**src/design/dpm_pkg.sv**
```systemverilog
package dpm_pkg;
  // System clock and time bases
  localparam longint unsigned CLK_HZ = 64'd125_000_000;
  localparam longint unsigned HALF_MIN_S = 64'd30;
  localparam logic [31:0] HALF_MIN_CYCLES = 32'(CLK_HZ * HALF_MIN_S);
  // Panel sequence waits, in vertical periods
  localparam logic [2:0] UP_IF_FRAMES = 3'h1;
  localparam logic [2:0] UP_BIAS_FRAMES = 3'h3;
  localparam logic [2:0] UP_BKLT_FRAMES = 3'h1;
  localparam logic [2:0] DN_BIAS_FRAMES = 3'h1;
  localparam logic [2:0] DN_IF_FRAMES = 3'h3;
  localparam logic [2:0] DN_VDD_FRAMES = 3'h1;
  // Register byte addresses
  localparam logic [7:0] CTRL_OFF = 8'h00;
  localparam logic [7:0] TIMER_OFF = 8'h04;
  localparam logic [7:0] STATUS_OFF = 8'h08;
  localparam logic [7:0] STRAP_OFF = 8'h0C;
  // Control register fields
  localparam int STBY_SW_BIT = 0;
  localparam int SUSP_SW_BIT = 1;
  localparam int STBY_PIN_EN_BIT = 2;
  localparam int SUSP_PIN_EN_BIT = 3;
  localparam int STBY_TMR_EN_BIT = 4;
  localparam int DPMS_TMR_EN_BIT = 5;
  localparam int DUAL_DISP_BIT = 6;
  localparam int BKLT_POL_BIT = 7;
  localparam int DAC_DIS_BIT = 8;
  localparam int OFF_REQ_BIT = 9;
  localparam int CTRL_W = 10;
  localparam logic [9:0] CTRL_RESET = 10'h000;
  // Timer register fields
  localparam int TSEL_LSB = 0;
  localparam int TPER_LSB = 4;
  localparam logic [7:0] TIMER_RESET = 8'h00;
  // Status register fields
  localparam int ST_STATE_LSB = 0;
  localparam int ST_TIMEOUT_BIT = 3;
  localparam int ST_PANEL_ON_BIT = 4;
  localparam int ST_PANEL_BUSY_BIT = 5;
  localparam int ST_PIN_SUSP_BIT = 6;
  // Strap register fields
  localparam int SP_CAP_VSYNC_BIT = 16;
  localparam int SP_GPIO_LSB = 17;
  localparam logic [28:0] STRAP_RESET = 29'h0;
  // Pin synchroniser lanes
  localparam int PIN_STBY = 0;
  localparam int PIN_SUSP = 1;
  localparam int PIN_ACT = 2;
  localparam int PIN_N = 3;
  localparam logic [2:0] PIN_RESET = 3'h0;

  typedef enum logic [2:0] {
    DPM_READY, DPM_STANDBY, DPM_SW_SUSPEND, DPM_HW_SUSPEND, DPM_OFF
  } dpm_state_t;

  typedef enum logic [2:0] {
    PSQ_OFF, PSQ_UP_IF, PSQ_UP_BIAS, PSQ_UP_BKLT, PSQ_ON, PSQ_DN_BIAS, PSQ_DN_IF, PSQ_DN_VDD
  } dpm_pseq_t;
endpackage

```
**src/design/dpm_power_manager.sv**
```systemverilog
// Behaviour
// - Standby starts panel power-off, stops video clock, blanks display.
// - Standby memory sequencer serves only refresh and host; host keeps memory and I/O, DAC is powered down.
// - Standby driven by pins, register bits, memory and keyboard activity.
// - Dual display: standby or suspend also turns monitor signalling fully off.
// - Suspend: panel off, memory and video clock off, host memory refused, DAC down.
// - Register-caused suspend keeps every register reachable by software.
// - Pin-caused suspend powers down host interface; only pin path ends it.
// - Suspend pin release acts at once, never delayed by the timer.
// - Control and timer registers readable and writable for save and restore; status and strap are read only.
// - Standby while any enabled source is active, ends when all are idle.
// - Pin suspend ends on pin release or pin disable; register suspend on clear.
// - Power state table for software suspend, hardware suspend and off.
// - A register bit chooses backlight output polarity.
// - Panel up: logic power, +1 frame interface, +3 bias, +1 backlight.
// - Panel down: backlight off, +1 bias off, +3 interface off, +1 logic off.
// - Sync and DAC enables follow the monitor power saving table per state.
// - Capture data, capture vsync and GPIO 0..11 latched when reset releases.
// - Timer watches a selectable mix of pin, memory and keyboard activity.
// - Timer period is half a minute or 1 to 15 whole minutes.
// - No activity for the whole period sets a readable time-out status.
// - Activity select 000 clears the time-out state.
// - For standby or monitor saving, activity also clears the time-out.
`timescale 1ns/1ps
`default_nettype none
module dpm_power_manager #(
  parameter logic [31:0] HALF_MIN_CYCLES = dpm_pkg::HALF_MIN_CYCLES
) (
  // Clock and reset
  input wire logic clk_sys_in,
  input wire logic arst_n_in,
  // APB slave
  input wire logic psel_in,
  input wire logic penable_in,
  input wire logic pwrite_in,
  input wire logic [7:0] paddr_in,
  input wire logic [31:0] pwdata_in,
  output logic [31:0] prdata_out,
  output logic pready_out,
  output logic pslverr_out,
  // Power request pins, asynchronous
  input wire logic standby_pin_in,
  input wire logic suspend_pin_in,
  input wire logic activity_pin_in,
  // Activity events from the memory and keyboard paths
  input wire logic mem_access_in,
  input wire logic kbd_access_in,
  // Frame start of the panel timing generator
  input wire logic panel_vsync_start_in,
  // Straps
  input wire logic [15:0] capture_data_straps_in,
  input wire logic capture_vsync_strap_in,
  input wire logic [11:0] gpio_straps_in,
  // Clock, memory and host gating
  output logic video_clock_en_out,
  output logic mem_clock_en_out,
  output logic dac_power_en_out,
  output logic display_blank_out,
  output logic host_mem_access_en_out,
  output logic host_io_access_en_out,
  output logic refresh_en_out,
  output logic mem_seq_restrict_out,
  // Monitor syncs
  output logic hsync_en_out,
  output logic vsync_en_out,
  // Panel power
  output logic panel_logic_power_enable_out,
  output logic panel_if_active_out,
  output logic panel_bias_power_enable_out,
  output logic backlight_enable_out,
  // State
  output logic [2:0] power_state_out
);
  // Pin synchronisers: a change counts once stages two and three agree
  logic [dpm_pkg::PIN_N-1:0] pin_raw;
  logic [dpm_pkg::PIN_N-1:0] pin_s1_q, pin_s2_q, pin_s3_q, pin_f_q;
  assign pin_raw = {activity_pin_in, suspend_pin_in, standby_pin_in};

  genvar gi;
  generate
    for (gi = 0; gi < dpm_pkg::PIN_N; gi++) begin : g_pin
      always_ff @(posedge clk_sys_in or negedge arst_n_in) begin
        if (!arst_n_in) begin
          pin_s1_q[gi] <= 1'b0;
          pin_s2_q[gi] <= 1'b0;
          pin_s3_q[gi] <= 1'b0;
          pin_f_q[gi] <= 1'b0;
        end else begin
          pin_s1_q[gi] <= pin_raw[gi];
          pin_s2_q[gi] <= pin_s1_q[gi];
          pin_s3_q[gi] <= pin_s2_q[gi];
          if (pin_s2_q[gi] == pin_s3_q[gi]) begin
            pin_f_q[gi] <= pin_s3_q[gi];
          end
        end
      end
    end
  endgenerate

  // Registers
  logic [dpm_pkg::CTRL_W-1:0] ctrl_q;
  logic [7:0] timer_q;
  logic [28:0] strap_q;
  logic strap_taken_q;
  logic [31:0] prdata_q;
  logic pslverr_q;
  logic act_pin_prev_q;
  dpm_pkg::dpm_state_t state_q, state_d;

  // Bus decode
  logic setup_ph, access_ph, wr_take;
  logic hit_ctrl, hit_timer, hit_status, hit_strap, hit_any;
  logic host_down;
  logic wr_ctrl, wr_ctrl_pin_only, wr_timer;
  logic [31:0] rd_mux, status_word;
  assign setup_ph = psel_in && !penable_in;
  assign access_ph = psel_in && penable_in;
  assign hit_ctrl = (paddr_in == dpm_pkg::CTRL_OFF);
  assign hit_timer = (paddr_in == dpm_pkg::TIMER_OFF);
  assign hit_status = (paddr_in == dpm_pkg::STATUS_OFF);
  assign hit_strap = (paddr_in == dpm_pkg::STRAP_OFF);
  assign hit_any = hit_ctrl || hit_timer || hit_status || hit_strap;
  assign host_down = (state_q == dpm_pkg::DPM_HW_SUSPEND);
  assign wr_take = access_ph && pwrite_in;
  // Register-caused suspend leaves the host interface alive
  assign wr_ctrl = wr_take && hit_ctrl && !host_down;
  // With the host interface down only the pin-enable clear gets through
  assign wr_ctrl_pin_only = wr_take && hit_ctrl && host_down;
  assign wr_timer = wr_take && hit_timer && !host_down;

  // Control fields
  logic stby_sw, susp_sw, stby_pin_en, susp_pin_en, stby_tmr_en, dpms_tmr_en;
  logic dual_disp, bklt_pol, dac_dis, off_req;
  logic [2:0] act_sel;
  logic [3:0] period;
  assign stby_sw = ctrl_q[dpm_pkg::STBY_SW_BIT];
  assign susp_sw = ctrl_q[dpm_pkg::SUSP_SW_BIT];
  assign stby_pin_en = ctrl_q[dpm_pkg::STBY_PIN_EN_BIT];
  assign susp_pin_en = ctrl_q[dpm_pkg::SUSP_PIN_EN_BIT];
  assign stby_tmr_en = ctrl_q[dpm_pkg::STBY_TMR_EN_BIT];
  assign dpms_tmr_en = ctrl_q[dpm_pkg::DPMS_TMR_EN_BIT];
  assign dual_disp = ctrl_q[dpm_pkg::DUAL_DISP_BIT];
  assign bklt_pol = ctrl_q[dpm_pkg::BKLT_POL_BIT];
  assign dac_dis = ctrl_q[dpm_pkg::DAC_DIS_BIT];
  assign off_req = ctrl_q[dpm_pkg::OFF_REQ_BIT];
  assign act_sel = timer_q[dpm_pkg::TSEL_LSB +: 3];
  assign period = timer_q[dpm_pkg::TPER_LSB +: 4];

  // Activity: pin edges, memory and keyboard events, per the select mask
  logic act_pin_edge, activity;
  logic timeout;
  assign act_pin_edge = pin_f_q[dpm_pkg::PIN_ACT] ^ act_pin_prev_q;
  assign activity = (act_sel[0] && act_pin_edge) || (act_sel[1] && mem_access_in)
                    || (act_sel[2] && kbd_access_in);

  dpm_inact_timer #(
    .HALF_MIN_CYCLES(HALF_MIN_CYCLES)
  ) u_timer (
    .clk_sys_in(clk_sys_in),
    .arst_n_in(arst_n_in),
    .monitor_none_in(act_sel == 3'h0),
    .activity_in(activity),
    .act_clears_in(stby_tmr_en || dpms_tmr_en),
    .period_in(period),
    .timeout_out(timeout)
  );

  // Power state sources
  logic susp_pin_act, stby_src, tmr_stby;
  assign susp_pin_act = susp_pin_en && pin_f_q[dpm_pkg::PIN_SUSP];
  assign tmr_stby = stby_tmr_en && timeout;
  assign stby_src = stby_sw || (stby_pin_en && pin_f_q[dpm_pkg::PIN_STBY]) || tmr_stby;

  // Timer-driven monitor saving enters standby on the same time-out
  logic dpms_tmr_act;
  assign dpms_tmr_act = dpms_tmr_en && timeout;

  always_comb begin
    if (off_req) begin
      state_d = dpm_pkg::DPM_OFF;
    end else if (susp_pin_act) begin
      state_d = dpm_pkg::DPM_HW_SUSPEND;
    end else if (susp_sw) begin
      state_d = dpm_pkg::DPM_SW_SUSPEND;
    end else if (stby_src || dpms_tmr_act) begin
      state_d = dpm_pkg::DPM_STANDBY;
    end else begin
      state_d = dpm_pkg::DPM_READY;
    end
  end

  // Control and timer writes; the strap image is taken once after reset
  always_ff @(posedge clk_sys_in or negedge arst_n_in) begin
    if (!arst_n_in) begin
      ctrl_q <= dpm_pkg::CTRL_RESET;
      timer_q <= dpm_pkg::TIMER_RESET;
    end else begin
      if (wr_ctrl) begin
        ctrl_q <= pwdata_in[dpm_pkg::CTRL_W-1:0];
      end else if (wr_ctrl_pin_only && !pwdata_in[dpm_pkg::SUSP_PIN_EN_BIT]) begin
        ctrl_q[dpm_pkg::SUSP_PIN_EN_BIT] <= 1'b0;
      end
      if (wr_timer) begin
        timer_q <= pwdata_in[7:0];
      end
    end
  end

  always_ff @(posedge clk_sys_in or negedge arst_n_in) begin
    if (!arst_n_in) begin
      strap_q <= dpm_pkg::STRAP_RESET;
      strap_taken_q <= 1'b0;
    end else if (!strap_taken_q) begin
      // First edge after release stands for the reset's rising edge
      strap_q <= {gpio_straps_in, capture_vsync_strap_in, capture_data_straps_in};
      strap_taken_q <= 1'b1;
    end
  end

  always_ff @(posedge clk_sys_in or negedge arst_n_in) begin
    if (!arst_n_in) begin
      state_q <= dpm_pkg::DPM_READY;
      act_pin_prev_q <= 1'b0;
    end else begin
      state_q <= state_d;
      act_pin_prev_q <= pin_f_q[dpm_pkg::PIN_ACT];
    end
  end

  // Panel sequencing: powered only in ready
  logic pnl_vdd, pnl_if, pnl_bias, pnl_bklt, pnl_busy;
  dpm_panel_seq u_panel (
    .clk_sys_in(clk_sys_in),
    .arst_n_in(arst_n_in),
    .power_req_in(state_q == dpm_pkg::DPM_READY),
    .frame_start_in(panel_vsync_start_in),
    .logic_pwr_out(pnl_vdd),
    .if_active_out(pnl_if),
    .bias_pwr_out(pnl_bias),
    .bklt_out(pnl_bklt),
    .busy_out(pnl_busy)
  );

  // Status and read mux; the host interface answers nothing readable when down
  assign status_word = {25'h0, pin_f_q[dpm_pkg::PIN_SUSP], pnl_busy, pnl_vdd, timeout,
                        3'(state_q)};
  assign rd_mux = host_down ? 32'h0 :
                  hit_ctrl ? {22'h0, ctrl_q} :
                  hit_timer ? {24'h0, timer_q} :
                  hit_status ? status_word :
                  hit_strap ? {3'h0, strap_q} : 32'h0;

  // Read data is captured in the setup cycle so it comes from a flop
  always_ff @(posedge clk_sys_in or negedge arst_n_in) begin
    if (!arst_n_in) begin
      prdata_q <= 32'h0;
      pslverr_q <= 1'b0;
    end else if (setup_ph) begin
      prdata_q <= pwrite_in ? 32'h0 : rd_mux;
      pslverr_q <= !hit_any;
    end
  end

  assign prdata_out = prdata_q;
  assign pready_out = 1'b1;
  assign pslverr_out = access_ph && pslverr_q;

  // Per-state gating
  logic st_ready, st_stby, st_sws, st_hws, st_off, st_susp;
  assign st_ready = (state_q == dpm_pkg::DPM_READY);
  assign st_stby = (state_q == dpm_pkg::DPM_STANDBY);
  assign st_sws = (state_q == dpm_pkg::DPM_SW_SUSPEND);
  assign st_hws = (state_q == dpm_pkg::DPM_HW_SUSPEND);
  assign st_off = (state_q == dpm_pkg::DPM_OFF);
  assign st_susp = st_sws || st_hws;

  assign video_clock_en_out = st_ready;
  assign mem_clock_en_out = st_ready || st_stby;
  assign dac_power_en_out = st_ready && !dac_dis;
  assign display_blank_out = !st_ready;
  assign host_mem_access_en_out = st_ready || st_stby;
  assign host_io_access_en_out = !(st_hws || st_off);
  assign refresh_en_out = !st_off;
  assign mem_seq_restrict_out = st_stby;

  // Monitor saving; dual display goes straight to full off
  logic dpms_all_off;
  assign dpms_all_off = st_off || (dual_disp && (st_stby || st_susp));
  assign hsync_en_out = !dpms_all_off && !st_stby;
  assign vsync_en_out = !dpms_all_off && !st_susp;

  assign panel_logic_power_enable_out = pnl_vdd;
  assign panel_if_active_out = pnl_if;
  assign panel_bias_power_enable_out = pnl_bias;
  assign backlight_enable_out = pnl_bklt ^ bklt_pol;
  assign power_state_out = 3'(state_q);
endmodule
`default_nettype wire

```
**src/design/dpm_panel_seq.sv**
```systemverilog
`timescale 1ns/1ps
`default_nettype none
module dpm_panel_seq (
  // Clock and reset
  input wire logic clk_sys_in,
  input wire logic arst_n_in,
  // Control
  input wire logic power_req_in,
  input wire logic frame_start_in,
  // Panel controls, active high
  output logic logic_pwr_out,
  output logic if_active_out,
  output logic bias_pwr_out,
  output logic bklt_out,
  output logic busy_out
);
  dpm_pkg::dpm_pseq_t state_q, state_d;
  logic [2:0] frames_q, frames_d;
  logic aligned_q, aligned_d;
  logic [2:0] wait_need;
  logic wait_done;

  // The first frame start only aligns, so every wait is whole frames
  assign wait_done = frame_start_in && aligned_q && (frames_q + 3'h1 == wait_need);

  always_comb begin
    unique case (state_q)
      dpm_pkg::PSQ_UP_IF: wait_need = dpm_pkg::UP_IF_FRAMES;
      dpm_pkg::PSQ_UP_BIAS: wait_need = dpm_pkg::UP_BIAS_FRAMES;
      dpm_pkg::PSQ_UP_BKLT: wait_need = dpm_pkg::UP_BKLT_FRAMES;
      dpm_pkg::PSQ_DN_BIAS: wait_need = dpm_pkg::DN_BIAS_FRAMES;
      dpm_pkg::PSQ_DN_IF: wait_need = dpm_pkg::DN_IF_FRAMES;
      dpm_pkg::PSQ_DN_VDD: wait_need = dpm_pkg::DN_VDD_FRAMES;
      default: wait_need = 3'h1;
    endcase
  end

  always_comb begin
    state_d = state_q;
    frames_d = frames_q;
    aligned_d = aligned_q;
    if (frame_start_in) begin
      aligned_d = 1'b1;
      if (aligned_q) begin
        frames_d = frames_q + 3'h1;
      end
    end
    if (wait_done || state_q == dpm_pkg::PSQ_OFF || state_q == dpm_pkg::PSQ_ON) begin
      frames_d = 3'h0;
      aligned_d = 1'b0;
    end
    unique case (state_q)
      dpm_pkg::PSQ_OFF: if (power_req_in) state_d = dpm_pkg::PSQ_UP_IF;
      dpm_pkg::PSQ_UP_IF: if (wait_done) state_d = dpm_pkg::PSQ_UP_BIAS;
      dpm_pkg::PSQ_UP_BIAS: if (wait_done) state_d = dpm_pkg::PSQ_UP_BKLT;
      dpm_pkg::PSQ_UP_BKLT: if (wait_done) state_d = dpm_pkg::PSQ_ON;
      dpm_pkg::PSQ_ON: if (!power_req_in) state_d = dpm_pkg::PSQ_DN_BIAS;
      dpm_pkg::PSQ_DN_BIAS: if (wait_done) state_d = dpm_pkg::PSQ_DN_IF;
      dpm_pkg::PSQ_DN_IF: if (wait_done) state_d = dpm_pkg::PSQ_DN_VDD;
      dpm_pkg::PSQ_DN_VDD: if (wait_done) state_d = dpm_pkg::PSQ_OFF;
    endcase
  end

  always_ff @(posedge clk_sys_in or negedge arst_n_in) begin
    if (!arst_n_in) begin
      state_q <= dpm_pkg::PSQ_OFF;
      frames_q <= 3'h0;
      aligned_q <= 1'b0;
    end else begin
      state_q <= state_d;
      frames_q <= frames_d;
      aligned_q <= aligned_d;
    end
  end

  // Each step is reached only through the previous one
  assign logic_pwr_out = (state_q != dpm_pkg::PSQ_OFF);
  assign if_active_out = (state_q inside {dpm_pkg::PSQ_UP_BIAS, dpm_pkg::PSQ_UP_BKLT,
                         dpm_pkg::PSQ_ON, dpm_pkg::PSQ_DN_BIAS, dpm_pkg::PSQ_DN_IF});
  assign bias_pwr_out = (state_q inside {dpm_pkg::PSQ_UP_BKLT, dpm_pkg::PSQ_ON,
                        dpm_pkg::PSQ_DN_BIAS});
  assign bklt_out = (state_q == dpm_pkg::PSQ_ON);
  assign busy_out = !(state_q inside {dpm_pkg::PSQ_OFF, dpm_pkg::PSQ_ON});
endmodule
`default_nettype wire

```
**src/design/dpm_inact_timer.sv**
```systemverilog
`timescale 1ns/1ps
`default_nettype none
module dpm_inact_timer #(
  parameter logic [31:0] HALF_MIN_CYCLES = dpm_pkg::HALF_MIN_CYCLES
) (
  // Clock and reset
  input wire logic clk_sys_in,
  input wire logic arst_n_in,
  // Control
  input wire logic monitor_none_in,
  input wire logic activity_in,
  input wire logic act_clears_in,
  input wire logic [3:0] period_in,
  // Status
  output logic timeout_out
);
  logic [31:0] presc_q;
  logic [4:0] halves_q;
  logic timeout_q;
  logic half_tick;
  logic [4:0] halves_need;
  logic expire;

  // Period 0 is half a minute, n is n minutes
  assign halves_need = (period_in == 4'h0) ? 5'h01 : {period_in, 1'b0};
  assign half_tick = (presc_q == HALF_MIN_CYCLES - 32'h1);
  assign expire = half_tick && (halves_q + 5'h01 == halves_need) && !timeout_q;

  always_ff @(posedge clk_sys_in or negedge arst_n_in) begin
    if (!arst_n_in) begin
      presc_q <= 32'h0;
      halves_q <= 5'h00;
      timeout_q <= 1'b0;
    end else if (monitor_none_in) begin
      presc_q <= 32'h0;
      halves_q <= 5'h00;
      timeout_q <= 1'b0;
    end else if (activity_in) begin
      presc_q <= 32'h0;
      halves_q <= 5'h00;
      timeout_q <= timeout_q && !act_clears_in;
    end else if (!timeout_q) begin
      presc_q <= half_tick ? 32'h0 : presc_q + 32'h1;
      halves_q <= half_tick ? halves_q + 5'h01 : halves_q;
      timeout_q <= expire;
    end
  end

  assign timeout_out = timeout_q;
endmodule
`default_nettype wire

```
**config.mk**
```make
export PLATFORM = sky130hd
export DESIGN_NAME = dpm_power_manager
export DESIGN_NICKNAME = d
export VERILOG_FILES = /design/src/design/dpm_pkg.sv /design/src/design/dpm_power_manager.sv /design/src/design/dpm_panel_seq.sv /design/src/design/dpm_inact_timer.sv
export SDC_FILE = /design/constraint.sdc
export NUM_CORES = 1
export LEC_CHECK = 0
export ABC_AREA = 1
export BUFFER_PORTS_ARGS = -buffer_cell sky130_fd_sc_hd__buf_4
export CAP_MARGIN = 25
export CORE_ASPECT_RATIO = 0.9
export CORE_MARGIN = 8
export CORE_UTILIZATION = 42
export CTS_BUF_LIST = sky130_fd_sc_hd__clkbuf_8
export CTS_CLUSTER_DIAMETER = 50
export DETAILED_ROUTE_END_ITERATION = 8
export GPL_ROUTABILITY_DRIVEN = 0
export PLACE_DENSITY = 0.67
export SYNTH_ARGS = -nofsm -noshare
export SYNTH_HDL_FRONTEND = slang
export SYNTH_SLANG_ARGS = --single-unit
export TNS_END_PERCENT = 5
```
**constraint.sdc**
```tcl
create_clock -name clk_sys_in -period 1.9 [get_ports clk_sys_in]
set_input_delay 0.285 -clock clk_sys_in [delete_from_list [all_inputs] [get_ports clk_sys_in]]
set_output_delay 0.285 -clock clk_sys_in [all_outputs]
set_load 0.01 [all_outputs]
```
---- After elaboration in Yosys (flattened, before gate mapping) ----
Index checks and enable logic that the tools add are counted.
storage, ports and cells
  logic and storage cells ................. 173
  bits in registers ....................... 142
  output and inout port bits .............. 51
operators by class
  reductions and logical operators ........ 73
  add/sub/neg operators ................... 3
  bitwise operators ....................... 2
  multiplexer cells ....................... 39
  eq/ne operators ......................... 29
operators with widths
  operator                                                count
  two-way mux 29 bit                                      6
  two-way mux 32 bit                                      4
  two-way mux 3 bit                                       13
  adder 32 x 1 -> 32 bit (second input constant)          1
  == test 32 bit (second input constant)                  1
  logical AND 1 bit                                       26
  two-way mux 5 bit                                       5
  one-hot mux 3 bit (8 select lines)                      1
  == test 8 x 4 -> 1 bit (second input constant)          2
  logical OR 1 bit                                        16
  == test 3 bit (second input constant)                   5
  logical NOT 1 bit                                       14
  == test 3 x 2 -> 1 bit (second input constant)          4
  inequality test 2 x 1 -> 1 bit (second input constant)  6
  logical NOT 3 bit                                       3
  nonzero test 3 bit                                      3
  == test 8 x 3 -> 1 bit (second input constant)          1
  logical NOT 8 bit                                       1
  two-way mux 1 bit                                       8
  AND reduction 8 bit                                     1
  nonzero test 2 bit                                      4
  == test 3 x 1 -> 1 bit (second input constant)          2
  adder 5 x 1 -> 5 bit (second input constant)            1
  == test 5 bit                                           1
  11 further kinds                                        17

---- Longest topological paths before layout ----
  word-level depth ........................ 9
  depth in mapped cells ................... 11
  gate-level depth less buffers ........... 10

---- By module ----
From an unflattened synthesis, not the netlist that was laid out.
second synthesis, totals
  cell total of the unflattened synthesis .. 866
  area total of the unflattened synthesis .. 7250.7 µm²
modules (own cells, without submodules)
  module             instances  seq. area each (µm²)  area each (µm²)  cells an instance
  dpm_power_manager  1          2352.3                4150.2           440
  dpm_inact_timer    1          950.9                 2567.5           351
  dpm_panel_seq      1          175.2                 533.0            75

---- Worst setup path before layout ----
No wires, ideal clock.
  kind .................................... reg-to-reg
  start point ............................. register u_timer.presc_q[0]
  end point ............................... register u_timer.halves_q[2]
  data arrival time ....................... 1.432 ns
  setup slack ............................. 0.350 ns
  cell stages (with the launch flop) ...... 12
  buffers on the path ..................... 1
  data required time ...................... 1.782 ns
  cells stage by stage .................... dfrtp_1 -> ha_1 -> nand2_2 -> nor2_4 -> nand3_1 -> nor2_1 -> nand2_1 -> nand2_4 -> nand2_4 -> buf_12 -> nand2_1 -> o21ai_2
between the ends
  longest elaborated chain between the ends .. 3
ends and longest elaborated chain
  element                        RTL line               RTL
  from (decl)                    dpm_inact_timer.sv:17  logic [31:0] presc_q;
  from (signal assigned)         dpm_inact_timer.sv:43  presc_q <= half_tick ? 32'h0 : presc_q + 32'h1;
  == test 32 bit                 dpm_inact_timer.sv:26  assign half_tick = (presc_q == HALF_MIN_CYCLES - 32'h1);
  nonzero test 3 bit (no line)   n/a
  AND reduction 2 bit (no line)  n/a
  to (signal assigned)           dpm_inact_timer.sv:44  halves_q <= half_tick ? halves_q + 5'h01 : halves_q;
  to (decl)                      dpm_inact_timer.sv:18  logic [4:0] halves_q;
Every way passes these cells.
A chain may end at the register's enable or synchronous reset.

---- Final worst setup path ----
  start point ............................. register u_panel.state_q[1]
  end point ............................... output panel_logic_power_enable_out
between the ends
  longest elaborated chain between the ends .. 1
ends and longest elaborated chain
  element                 RTL line                 RTL
  from (decl)             dpm_panel_seq.sv:17      dpm_pkg::dpm_pseq_t state_q, state_d;
  from (signal assigned)  dpm_panel_seq.sv:66      state_q <= dpm_pkg::PSQ_OFF;
  from (signal assigned)  dpm_panel_seq.sv:70      state_q <= state_d;
  nonzero test 3 bit      dpm_panel_seq.sv:77      assign logic_pwr_out = (state_q != dpm_pkg::PSQ_OFF);
  to (decl)               dpm_power_manager.sv:67  output logic panel_logic_power_enable_out,
Every way passes these cells.

==> results.ini <==
[status]
result_of_the_run = complete, no violations

[grt]
overall_global_routing_usage = 0.172
grt_residual_overflow = 0
grt_first_pass_wirelength_um = 28300
antenna_violations_before_repair = 0
number_of_global_route_vias_before_repair = 5845
grt_start_max_net_pins = 47

[worst_setup_path]
crit_path_top_delay_cell = dfrtp_2
endpoint_kind = primary output
timing.reg2reg.worst_path_depth = 9
crit_required_ns = 1.62
path_buf_inv = 3
critPathMaxStageDelay_ns = 0.46
worst-endpoint-arrival_ns = 1.49
path_max_fanout = 6
rrSetupSlack_ns = 0.13
regToRegEndpoint = u_timer.presc_q[22]
timing_worst_setup_path_type = reg -> out
r2r_start = u_timer.presc_q[0]
series_of_cell_instances_along_the_critical_path = nor2_2, inv_2, nor2_2, inv_1, buf_4
worst_path_most_repeated_cell = nor2_2
worst_setup_path_start_kind = flip-flop
path_delay_family = flip-flops

[final_layout]
drive_gt1_frac = 0.225
final.fill_count = 1559
nets = 1047
areaGrowthSynthToFinish_pct = 22.3
antenna_cells_inserted = 0

[timing]
fin_crit_sh = 0.936
period_minus_slack_ns = 1.78
finalClockSkew_ns = 0.0120
worst_hold_slack_ns = 0.0290
timing_max_transition_violations_final = 0
max_clock_freq_ghz = 0.562
worst-slew-pin-transition_ns = 0.622
rsz0062_at_grt = no
setup-tns-final_ns = 0
setup-violations-final = 0
timing_hold_violations_final = 0
final.setup.worst_slack_ns = 0.122
slew_headroom = 0.585

[placed_design]
detailedPlace.worstSlack_ns = 0.0942
dp_hpwl_um = 12700
buffer_ports.inserted = 104

[route]
routed_wirelength_um = 16800
first_pass_iters = 5
initialDrtViolationCount = 355
dr_wl_met2_um = 8220
vias_per_cell = 4.87
num_vias = 5771
drc_errors = 0
ant_nets = 0
met1Wirelength_um = 7770
wl_per_cell_um = 14.2
dr_wl_met3_um = 650
top_layer_used = met4

[pwr]
power.switching_fraction = 0.287
power.ir.vdd_worst_mv = 0.596
p_int_uw = 4680
switching_power_uw = 1890
seqPwrFrac = 0.491
power.clock.fraction = 0.373
logic_gate_share_of_total_power = 0.136
pwr_density_cell_mw_per_mm2 = 777
power.leakage_uw = 0.00404
post-layout-total-power_uw = 6570

[min_path]
worst_hold_path.endpoint = ctrl_q[8]
hold_depth = 3
min_path_type = in -> reg
min_from = pwdata_in[8]

[clock_tree]
root_buffer = clkbuf_8
htree_levels = 4
cts_buffer_depth = 2
postCtsSetupRepairBufs = 0
clock_latency_ns = 0.45
tritoncts_num_sinks = 139
cts_buffers = 17
clk_transition_reported_paths_ns = 0.09
tritoncts = yes

[synthesis]
post-synth-top-area-fraction = 0.503
sequential_fraction_of_the_synthesis_area = 0.503
ys_warn_count = 0
synth.distinct_cells = 47
synth-async-reset-ratio = 1.00
post-synth-top-area-cell = dfrtp_1
number_of_synthesized_flops_with_an_enable_pin = 0
synthesis.instances = 838
synth_top_flop_cell = dfrtp_1
synth_cell_area_mm2 = 0.00691
postSynthRegisterBits = 139
avgSynthCellArea_um2 = 8.25
top_cells_by_area_synth = dfrtp_1, nand2_1, nor2_1, inv_1, nand3_1

[floorplanning]
initial_utilization = 0.428
rows = 44
floorplan.die.width_um = 151
core_area_mm2 = 0.0161
floorplan.die_area_mm2 = 0.0208
pin_count = 131
die-height_um = 138

[job]
max_cap_viol_count = 0

[metal layers]
| layer | vias up | GRT usage |
|---|---|---|
| met2 | 99 | 0.278 |
| li1 | 2915 | - |
| met5 | - | 0 |
| met4 | 0 | 0.0472 |
| met3 | 10 | 0.0450 |
| met1 | 2747 | 0.224 |
[flip-flops by register name (all words and copies together) (netlist names), 3 cells and up]
name / count
u_panel.state_q: 3
pin_s1_q: 3
pin_s3_q: 3
pin_f_q: 3
ctrl_q: 10
u_timer.halves_q: 5
u_timer.presc_q: 32
strap_q: 29
u_panel.frames_q: 3
power_state_out: 3
prdata_out: 29
timer_q: 8
pin_s2_q: 3
[cells in the mapped netlist, types with 4 or more instances]
cell type,count
nand2_1,215
nand4_1,15
buf_4,6
a21oi_1,38
mux2_2,8
o21ai_0,35
nor2_2,4
nor2_1,122
clkbuf_1,5
xor2_1,15
buf_6,4
o21ai_2,20
nor3_1,6
nand3_1,52
dfrtp_1,139
nor2_4,6
inv_2,5
inv_1,88
buf_2,7
[metrics by stage]
stage	std cells	instance area (um2)	utilization
after floorplan	841	6920	-
after global placement	1148	7990	0.495
after detailed placement	1148	7990	0.495
after CTS	1184	8430	0.523
after global routing	1184	8450	0.524
final	1184	8450	0.524
[logic make-up after synthesis]
family                   synth area share
AND/OR/NAND/NOR                     0.278
flip-flops                          0.503
buffers and inverters              0.0760
AO/OA/AOI/OAI                      0.0913
XOR/XNOR                           0.0228
multiplexers                       0.0177
adder cells (fa/ha/maj)           0.00978
other                             0.00109
[worst min-delay path, stage by stage]
cell	delay [ns]
buf_4	0.08
nand2_1	0.04
nand2_1	0.05
[cell type report]
class                   count  area, um2  area share
well taps                 207        259      0.0307
inverters                  94        360      0.0426
clock inverters            15        165      0.0195
clock buffers              17        234      0.0277
multi-input cells         584       2940       0.348
flip-flops and latches    139       3480       0.412
repair buffers            128       1010       0.120
[repair_timing]
action                                 CTS  global route
cloned                                   0             0
pin swaps                                0             0
setup endpoints to repair                4             9
endpoints found under the hold margin   45             0
resized for setup                        2            11
hold buffers                             4             0
[worst max path at each step]
| stage | slack (ns) | cells after the start | startpoint | to |
|---|---|---|---|---|
| after CTS | 0.004 | 5 | u_panel.state_q[1] | panel_logic_power_enable_out |
| after global placement | 0.15 | 10 | u_timer.presc_q[0] | u_timer.presc_q[30] |
| after detailed placement | 0.09 | 10 | u_timer.presc_q[0] | u_timer.presc_q[30] |
| final | 0.12 | 5 | u_panel.state_q[1] | panel_logic_power_enable_out |
| after floorplan | 0.35 | 11 | u_timer.presc_q[0] | u_timer.halves_q[2] |
| after global routing | 0.002 | 9 | u_timer.presc_q[0] | u_timer.presc_q[22] |
[cell usage in the layout, fill, tap and decap left out, types with 4 or more instances in the layout]
master and instances:
inv_6 6, nor2_4 7, o21ai_2 20, nor3_1 6, nor2_2 7, nand3_2 4, o21ai_1 4, inv_2 6
buf_4 120, nand4_1 15, dfrtp_1 137, nor2_1 118, a21oi_1 38, nand3_1 51, xor2_1 15, dlygate4sd3_1 4
conb_1 5, clkbuf_8 17, mux2_2 8, o21ai_0 32, inv_1 89, nand2_1 215
[power by group through the flow]
stage | logic, uW | registers, uW | clock network, uW
after floorplan | 524 | 3250 | 0
after global placement | 871 | 3270 | 0
after detailed placement | 889 | 3270 | 0
after CTS | 899 | 3220 | 2500
after global routing | 1020 | 3250 | 2630
final | 891 | 3230 | 2450
No activity file was read; power rests on OpenSTA's default activity.
